### src/verilog/vtr_pkg.sv
/*
  vtr_pkg: constants for the vector table relocation block.
  Assumes word-addressed program flash with a 16-bit word address.
*/
`default_nettype none
package vtr_pkg;
  localparam int          ADDR_W           = 16;
  localparam logic [7:0]  CTRL_OFFSET      = 8'h00;
  localparam logic [7:0]  CTRL_RESET       = 8'h00;
  localparam int          UNLOCK_BIT       = 0;
  localparam int          SELECT_BIT       = 1;
  localparam int          PULLUP_BIT       = 4;
  localparam int          SPS_BIT          = 7;
  localparam logic [7:0]  CTRL_WMASK       = 8'h92;
  localparam int          UNLOCK_CYCLES    = 4;
  localparam logic [2:0]  UNLOCK_LAST      = 3'h4;
  localparam logic [15:0] VEC_OFFSET       = 16'h0002;
  localparam logic [15:0] APP_VEC_BASE     = 16'h0000;
  localparam logic [15:0] RESET_APP        = 16'h0000;
  localparam logic [15:0] BOOT_START_512W  = 16'h0e00;
  localparam logic [15:0] BOOT_START_1KW   = 16'h0c00;
  localparam logic [15:0] BOOT_START_2KW   = 16'h0800;
  localparam logic [15:0] BOOT_START_4KW   = 16'h0000;
endpackage : vtr_pkg
`default_nettype wire

### src/verilog/vtr_top.sv
/*
  vtr_top: vector table placement, reset entry and timed unlock of the
  vector select bit, plus dispatch blocking during the unlock sequence.
  Assumes the core signals instr_done once per retired instruction and
  reports the current fetch address; fuses are static.
*/
// The strobed register port and the placing of the registers were chosen for this implementation.
`timescale 1ns/1ps
`default_nettype none
module vtr_top (
  input  wire logic        clk,
  input  wire logic        reset,
  input  wire logic        clk_en,
  input  wire logic [7:0]  reg_addr,
  input  wire logic [7:0]  reg_wdata,
  input  wire logic        reg_write,
  input  wire logic        reg_read,
  output logic      [7:0]  reg_rdata,
  input  wire logic [1:0]  boot_size_fuses,
  input  wire logic        boot_reset_fuse_n,
  input  wire logic        app_section_lock_bit_n,
  input  wire logic        boot_section_lock_bit_n,
  input  wire logic [15:0] fetch_addr,
  input  wire logic        instr_done,
  input  wire logic        global_int_enable,
  output logic             dispatch_allow,
  output logic      [15:0] vector_base,
  output logic      [15:0] reset_vector,
  output logic             vector_table_select,
  output logic             vector_change_unlock,
  output logic             serial_pin_select,
  output logic             pullup_disable
);
  typedef enum logic [2:0] {
    VTR_IDLE   = 3'b001,
    VTR_OPEN   = 3'b010,
    VTR_TRAIL  = 3'b100
  } vtr_state_t;

  vtr_state_t  state;
  vtr_state_t  next_state;
  logic [2:0]  count;
  logic [2:0]  next_count;
  logic [7:0]  ctrl;
  logic [7:0]  next_ctrl;
  logic [7:0]  next_rdata;
  logic [15:0] boot_start;
  logic        ctrl_wr;
  logic        in_boot;
  logic        lock_block;

  // fuse decode of boot start, shared by vectors and reset entry
  function automatic logic [15:0] vtr_boot_start(input logic [1:0] sz);
    logic [15:0] r;
    r = vtr_pkg::BOOT_START_4KW;
    unique case (sz)
      2'h3: r = vtr_pkg::BOOT_START_512W;
      2'h2: r = vtr_pkg::BOOT_START_1KW;
      2'h1: r = vtr_pkg::BOOT_START_2KW;
      2'h0: r = vtr_pkg::BOOT_START_4KW;
    endcase
    return r;
  endfunction : vtr_boot_start

  assign boot_start = vtr_boot_start(boot_size_fuses);
  assign ctrl_wr    = reg_write && (reg_addr == vtr_pkg::CTRL_OFFSET);

  always_comb begin
    next_state = state;
    next_count = count;
    next_ctrl  = ctrl;
    if (ctrl_wr) begin
      next_ctrl[vtr_pkg::PULLUP_BIT] = reg_wdata[vtr_pkg::PULLUP_BIT];
      next_ctrl[vtr_pkg::SPS_BIT] = reg_wdata[vtr_pkg::SPS_BIT];
    end
    unique case (state)
      VTR_IDLE: begin
        if (ctrl_wr && reg_wdata[vtr_pkg::UNLOCK_BIT]) begin
          next_ctrl[vtr_pkg::UNLOCK_BIT] = 1'b1;
          next_state = VTR_OPEN;
          next_count = 3'h1;
        end
      end
      VTR_OPEN: begin
        if (ctrl_wr && !reg_wdata[vtr_pkg::UNLOCK_BIT]) begin
          // select only moves inside the window
          next_ctrl[vtr_pkg::SELECT_BIT] =
            reg_wdata[vtr_pkg::SELECT_BIT];
          next_ctrl[vtr_pkg::UNLOCK_BIT] = 1'b0;
          next_state = VTR_TRAIL;
        end else if (count == vtr_pkg::UNLOCK_LAST) begin
          next_ctrl[vtr_pkg::UNLOCK_BIT] = 1'b0;
          next_state = VTR_IDLE;
        end else begin
          next_count = count + 3'h1;
        end
      end
      VTR_TRAIL: begin
        // hold off dispatch until the next instruction retires
        if (instr_done) begin
          next_state = VTR_IDLE;
        end
      end
      default: begin
        next_state = VTR_IDLE;
        next_ctrl[vtr_pkg::UNLOCK_BIT] = 1'b0;
      end
    endcase
    next_rdata = 8'h00;
    if (reg_read && reg_addr == vtr_pkg::CTRL_OFFSET) begin
      next_rdata = ctrl;
    end
  end

  always_ff @(posedge clk) begin
    if (reset) begin
      state     <= VTR_IDLE;
      count     <= 3'h0;
      ctrl      <= vtr_pkg::CTRL_RESET;
      reg_rdata <= 8'h00;
    end else if (clk_en) begin
      state     <= next_state;
      count     <= next_count;
      ctrl      <= next_ctrl;
      reg_rdata <= next_rdata;
    end
  end

  assign in_boot = (boot_size_fuses != 2'h0) ? (fetch_addr >= boot_start)
                                             : 1'b1;
  assign lock_block =
    (ctrl[vtr_pkg::SELECT_BIT] && !app_section_lock_bit_n && !in_boot)
    || (!ctrl[vtr_pkg::SELECT_BIT] && !boot_section_lock_bit_n
        && in_boot);

  // global enable is only read here, never written back
  assign dispatch_allow = global_int_enable && (state == VTR_IDLE)
                          && !lock_block;

  assign vector_base = ctrl[vtr_pkg::SELECT_BIT]
                     ? 16'(boot_start + vtr_pkg::VEC_OFFSET)
                     : 16'(vtr_pkg::APP_VEC_BASE + vtr_pkg::VEC_OFFSET);
  assign reset_vector = !boot_reset_fuse_n ? boot_start
                                           : vtr_pkg::RESET_APP;
  assign vector_table_select  = ctrl[vtr_pkg::SELECT_BIT];
  assign vector_change_unlock = ctrl[vtr_pkg::UNLOCK_BIT];
  assign serial_pin_select    = ctrl[vtr_pkg::SPS_BIT];
  assign pullup_disable       = ctrl[vtr_pkg::PULLUP_BIT];

  // age of the open window, kept apart from count so that the bound is
  // checked against an independent tally, not the counter it guards
  logic [3:0] open_age;
  logic [3:0] next_open_age;

  always_comb begin
    next_open_age = 4'h0;
    if (state == VTR_OPEN) begin
      next_open_age = open_age + 4'h1;
    end
  end

  always_ff @(posedge clk) begin
    if (reset) begin
      open_age <= 4'h0;
    end else if (clk_en) begin
      open_age <= next_open_age;
    end
  end
endmodule : vtr_top
`default_nettype wire

### config.mk
export PLATFORM = sky130hd
export DESIGN_NAME = vtr_top
export DESIGN_NICKNAME = d
export VERILOG_FILES = /design/src/verilog/vtr_pkg.sv /design/src/verilog/vtr_top.sv
export SDC_FILE = /design/constraint.sdc
export NUM_CORES = 1
export LEC_CHECK = 0
export BUFFER_PORTS_ARGS = -buffer_cell sky130_fd_sc_hd__buf_2
export CORE_MARGIN = 10
export CORE_UTILIZATION = 43
export DETAILED_ROUTE_END_ITERATION = 6
export GPL_ROUTABILITY_DRIVEN = 0
export GPL_TIMING_DRIVEN = 0
export PLACE_DENSITY_LB_ADDON = 0.12
export RECOVER_POWER = 100
export REMOVE_ABC_BUFFERS = 1
export SLEW_MARGIN = 30
export SYNTH_ARGS = -nofsm -noshare
export SYNTH_HDL_FRONTEND = slang
export SYNTH_SLANG_ARGS = --single-unit
export TNS_END_PERCENT = 20
### constraint.sdc
create_clock -name clk -period 4 [get_ports clk]
set_clock_uncertainty 0.15 [all_clocks]
set_input_delay 0.4 -clock clk [delete_from_list [all_inputs] [get_ports clk]]
set_output_delay 0.4 -clock clk [all_outputs]
set_load 0.02 [all_outputs]
Word level (Yosys, flattened, before mapping)
Index checks and enable logic that the tools add are counted.
{ "word_totals": {"out_inout_bits": 45, "wordCells": 66, "inputBits": 44, "regBits": 18} }
{ "classes": {"n_lt_le_gt_ge": 1, "muxes": 18, "add_sub_neg": 2, "n_reduce_logical": 26, "bitwise_logic": 1, "eq_ne": 12} }
{ "ops": {"columns": ["cell", "n"], "rows": [
  ["$pmux W16 S4", 1],
  ["$mux W16", 2],
  ["$mux W3", 7],
  ["$add A16 B2 Y16 const B", 1],
  ["$ge A16 B16 Y1", 1],
  ["$logic_and A1 B1 Y1", 10],
  ["$pmux W3 S3", 1],
  ["$logic_not A8 Y1", 1],
  ["$mux W8", 1],
  ["$ne A2 B2 Y1 const B", 4],
  ["$reduce_and A4 Y1", 2],
  ["$eq A3 B3 Y1 const B", 2],
  ["$logic_not A1 Y1", 6],
  ["$pmux W3 S2", 1],
  ["$reduce_and A5 Y1", 1],
  ["$eq A2 B2 Y1 const B", 2],
  ["$mux W1", 4],
  ["$reduce_bool A2 Y1", 2],
  ["$add A3 B1 Y3 const B", 1],
  ["$eq A3 B1 Y1 const B", 1],
  ["$eq A3 B2 Y1 const B", 1],
  ["$ne A3 B3 Y1 const B", 1],
  ["$pmux W1 S3", 1],
  ["$reduce_and A3 Y1", 1],
  ["other kinds (5)", 5]
]} }

Longest topological paths before layout
{ "depth": {"depth_word": 9, "depth_mapped": 7} }

Worst setup path before layout
Ideal clock, no wire load.
{ "synth_timing": {"path_type": "input-to-output", "startpoint": "in boot_size_fuses[1]", "endpoint": "out dispatch_allow", "arrival_ns": 1.758, "slack_ns": 1.692, "cell_stages": 7, "t_required_ns": 3.450, "path_buffers": 0, "path_cell_list": "and2_1 ha_1 nor4b_1 a311oi_1 o21ai_0 mux2i_1 and3_1"} }
{ "synth_between": {"elab_chain_len": 9, "word_cells_on_any_way": 14, "cone_classes": "1 x order compare; 3 x eq/ne; 2 x mux; 8 x reduce/logical"} }
{ "synth_rtl": {"columns": ["item", "line", "text"], "rows": [
  ["from (decl)", "vtr_top.sv:19", "input wire logic [1:0] boot_size_fuses,"],
  ["$eq A2 B1 Y1, or another cell as far along", "vtr_top.sv:56", "unique case (sz)"],
  ["$pmux W16 S4", "vtr_top.sv:56", null],
  ["$ge A16 B16 Y1", "vtr_top.sv:129", "assign in_boot = (boot_size_fuses != 2'h0) ? (fetch_addr >= boot_start)"],
  ["$mux W1 (*)", "vtr_top.sv:129", null],
  ["$logic_not A1 Y1", "vtr_top.sv:132", "(ctrl[vtr_pkg::SELECT_BIT] && !app_section_lock_bit_n && !in_boot)"],
  ["$logic_and A1 B1 Y1", "vtr_top.sv:132", null],
  ["$logic_or A1 B1 Y1 (*)", "vtr_top.sv:133", "|| (!ctrl[vtr_pkg::SELECT_BIT] && !boot_section_lock_bit_n"],
  ["$logic_not A1 Y1 (*)", "vtr_top.sv:138", "&& !lock_block;"],
  ["$logic_and A1 B1 Y1 (*)", "vtr_top.sv:138", null],
  ["to (decl)", "vtr_top.sv:26", "output logic dispatch_allow,"]
]} }
Every way passes the cells marked *; elsewhere a longest branch is shown, timed or not. The select of a mux whose other input is x is not followed.

Worst setup path in the final report
Same ends and word-level chain as after synthesis.

==> out/metrics.cfg <==
[sta]
slew_at_the_pin_closest_to_its_max_slew_limit_ns = 0.655
unrepaired_setup_endpoints_after_global_routing = no
timing.final.crit_share_pct = 68.7
hold-worst-slack_ns = 0.207
setup_slack_ns = 1.25
tns_ns = 0
finalHoldViolations = 0
worst_slew_margin_rel_pct = 55.9
max_freq_ghz = 0.364
final_period_minus_worst_setup_slack_ns = 2.75
report.final.slew_viol_count = 0
finalSetupViolations = 0

[final_layout]
n_antenna_cell = 0
drive_gt1_share_pct = 23.4
fillerInstances = 285
final_net_count = 247
area_growth_pct = 12.2
final_area_um2 = 1340
final_cells = 228
fin_util_pct = 49.4

[power]
total_power_mw = 0.310
p_comb_share_pct = 22.4
power.density_nw_per_um2 = 232
clk_network_pwr_share_pct = 32.6
swShare_pct = 30.4
power.switching_mw = 0.0940
cell_internal_pwr_mw = 0.216
static-leakage-power_nw = 0.608
seq_power_share_pct = 45.0
max-vdd-ir-drop_v = 0.000196

[critical_path]
required_ns = 3.45
worst-path-max-fanout = 5
cp_cell_sequence = buf_2, and2_1, ha_1, nor4b_1, a311oi_1, o21ai_0, mux2i_1, and3_1, clkbuf_1
setup_cp_type = in -> out
capturing_point_of_the_worst_reg2reg_path = count[2]
worst_path_largest_cell_delay_ns = 0.27
capturing_element_type_of_the_critical_path = output pin
reg2reg_from = state[0]
r2r_cells = 5
crit_buf_inv = 2
crit_family = simple AND/OR/NAND/NOR gates
arrival_ns = 2.20
cp_slowest_cell = sky130_fd_sc_hd__ha_1
timing.reg2reg.setup_slack_ns = 1.64
setup.worst_path.start_class = primary input

[cts]
path_clk_slew_ns = 0.09
post_cts_hold_buffer_count = 0
cts.root.buffer_cell = sky130_fd_sc_hd__clkbuf_4
h-tree-depth = 1
cts_inserted_buffers = 3
clk-insertion-delay-late_ns = 0.28
post_cts.resized_instances = 0
cts_setup_buffers = 0
clock_tree_from_tritoncts = done
clockBufferDepth = 2
clock-sinks = 14

[placed_design]
post_dp_cell_area_um2 = 1350
portBuffers = 54
place_ws_ns = 1.34
hpwl_mm = 2.76
placed_instances = 224

[min_path]
hold_path.class = in -> reg
min_delay_worst_endpoint = ctrl[1]
whs_path_depth = 3
hold_path_startpoint = reg_wdata[1]

[yosys]
synth_most_common_cell = sky130_fd_sc_hd__buf_4
synthFlopType = sky130_fd_sc_hd__dfxtp_1
synth_seq_cells = 14
post_synth.cell_area_avg_um2 = 8.22
synth_cell_types = 44
ys.warnings.count = 0
count_of_flip_flops_with_a_built_in_enable_after_synthesis = 0
synth_seq_area_share_pct = 23.5
yosysTopAreaCellShare_pct = 23.5
synth_top_cell_by_area = sky130_fd_sc_hd__dfxtp_1
ys_async_sr_fraction_pct = 0
synth_common_cells = sky130_fd_sc_hd__buf_4, sky130_fd_sc_hd__dfxtp_1, sky130_fd_sc_hd__nor2_1
synth_area_um2 = 1190
synth_area_leaders = sky130_fd_sc_hd__dfxtp_1, sky130_fd_sc_hd__buf_4, sky130_fd_sc_hd__ha_1
post_synth_inst_count = 145

[die]
die-width_um = 72.7
initial_utilization_pct = 44.0
fp.dieH_um = 72.7
rows = 19
core_area_um2 = 2710
design.die.area_um2 = 5280
top_level_ports = 89

[routing]
first_pass_iters = 4
route.vias.total = 1121
routedWlPerCell_um = 14.1
ant_nets = 0
drt_iter0_markers = 30
remaining_drc_errors = 0
total_routed_wirelength_mm = 3.23
post_drt_via_cell_ratio = 4.92

[global_route]
number_of_antenna_violations_at_the_first_check_in_global_routing = 0
gr-usage-all-layers_pct = 10.9
first_global_vias = 1111
grt_remaining_overflow = 0
grt_pass1_wl_mm = 4.90
grt_max_degree = 14

[run]
timing.max_cap.violations = 0

[run_status]
outcome = completed

[cell usage in the layout, fill, tap and decap left out, types with 2 or more instances in the layout]
cell type,n
sky130_fd_sc_hd__o21ai_0,6
sky130_fd_sc_hd__and3_1,3
sky130_fd_sc_hd__and4_1,2
sky130_fd_sc_hd__a31oi_1,2
sky130_fd_sc_hd__a21oi_1,7
sky130_fd_sc_hd__nor2_1,11
sky130_fd_sc_hd__nand2b_1,3
sky130_fd_sc_hd__nor4_1,3
sky130_fd_sc_hd__nand3_1,4
sky130_fd_sc_hd__mux2i_1,2
sky130_fd_sc_hd__nor2b_1,5
sky130_fd_sc_hd__nand4_1,2
sky130_fd_sc_hd__and2_1,3
sky130_fd_sc_hd__a22oi_1,4
sky130_fd_sc_hd__ha_1,5
sky130_fd_sc_hd__and2b_1,2
sky130_fd_sc_hd__inv_1,7
sky130_fd_sc_hd__o31ai_1,2
sky130_fd_sc_hd__clkbuf_4,3
sky130_fd_sc_hd__conb_1,30
sky130_fd_sc_hd__a211oi_1,2
sky130_fd_sc_hd__dfxtp_1,14
sky130_fd_sc_hd__nand2_1,4
sky130_fd_sc_hd__buf_2,39
sky130_fd_sc_hd__clkbuf_1,15
sky130_fd_sc_hd__nor3b_1,5
[logic make-up (layout without fill, tap and decap cells)]
logic type                 Yosys count  count (layout)  share of synthesized area, %
DFF                                 14              14                          23.5
other                                2              30                         0.630
buffers and inverters               41              65                          23.4
muxes                                3               3                          2.62
and+or+nand+nor                     53              53                          29.6
adders and majority gates            5               5                          5.25
AOI/OAI and AO/OA                   27              27                          15.0
[worst register-to-register path, cell delays in order (launching register included)]
cell and delay, ns:
sky130_fd_sc_hd__dfxtp_1 0.48, sky130_fd_sc_hd__nor3b_1 0.46, sky130_fd_sc_hd__nand4_1 0.15, sky130_fd_sc_hd__a211oi_1 0.55, sky130_fd_sc_hd__o21ai_0 0.18, sky130_fd_sc_hd__a32o_1 0.29
[flip-flops by register name (all words and copies together), names as in the netlist]
name and cells:
reg_rdata 4, count 3, state 3, ctrl 4
[final cells by class]
type | count | area, µm² | share of cell area (%)
Clock buffer | 4 | 36.3 | 2.71
Multi-Input combinational cell | 118 | 704 | 52.7
Timing Repair Buffer | 54 | 251 | 18.8
Sequential cell | 14 | 280 | 21.0
Inverter | 7 | 26.3 | 1.96
Tap cell | 31 | 38.8 | 2.90
[worst max path at each step]
stage,endpoint,cells past startpoint,startpoint,slack (ns)
3_5_place_dp,dispatch_allow,9,boot_size_fuses[1],1.34
6_report,dispatch_allow,9,boot_size_fuses[1],1.25
5_1_grt,dispatch_allow,9,boot_size_fuses[1],0.99
4_1_cts,dispatch_allow,9,boot_size_fuses[1],1.31
2_1_floorplan,dispatch_allow,7,boot_size_fuses[1],1.69
3_3_place_gp,dispatch_allow,9,boot_size_fuses[1],1.35
[per-layer routing]
metal / track usage [%] / vias up / wire (µm) / share of wire (%)
met1: 12.9 / 498 / 1360 / 42
met3: 5.03 / 0 / 434 / 13
met4: 2.74 / 0 / 0 / 0
met2: 17.3 / 64 / 1430 / 44
li1: - / 559 / - / -
met5: 0 / - / 0 / 0
[power groups by stage]
stage	Combinational (mW)	Sequential [mW]	Clock, mW
after floorplan	0.0398	0.143	0
after detailed placement	0.0697	0.143	0
after global placement	0.0687	0.143	0
final	0.0692	0.139	0.101
after CTS	0.0701	0.139	0.107
after global routing	0.0764	0.139	0.111
Power figures use the tool's default switching activity.
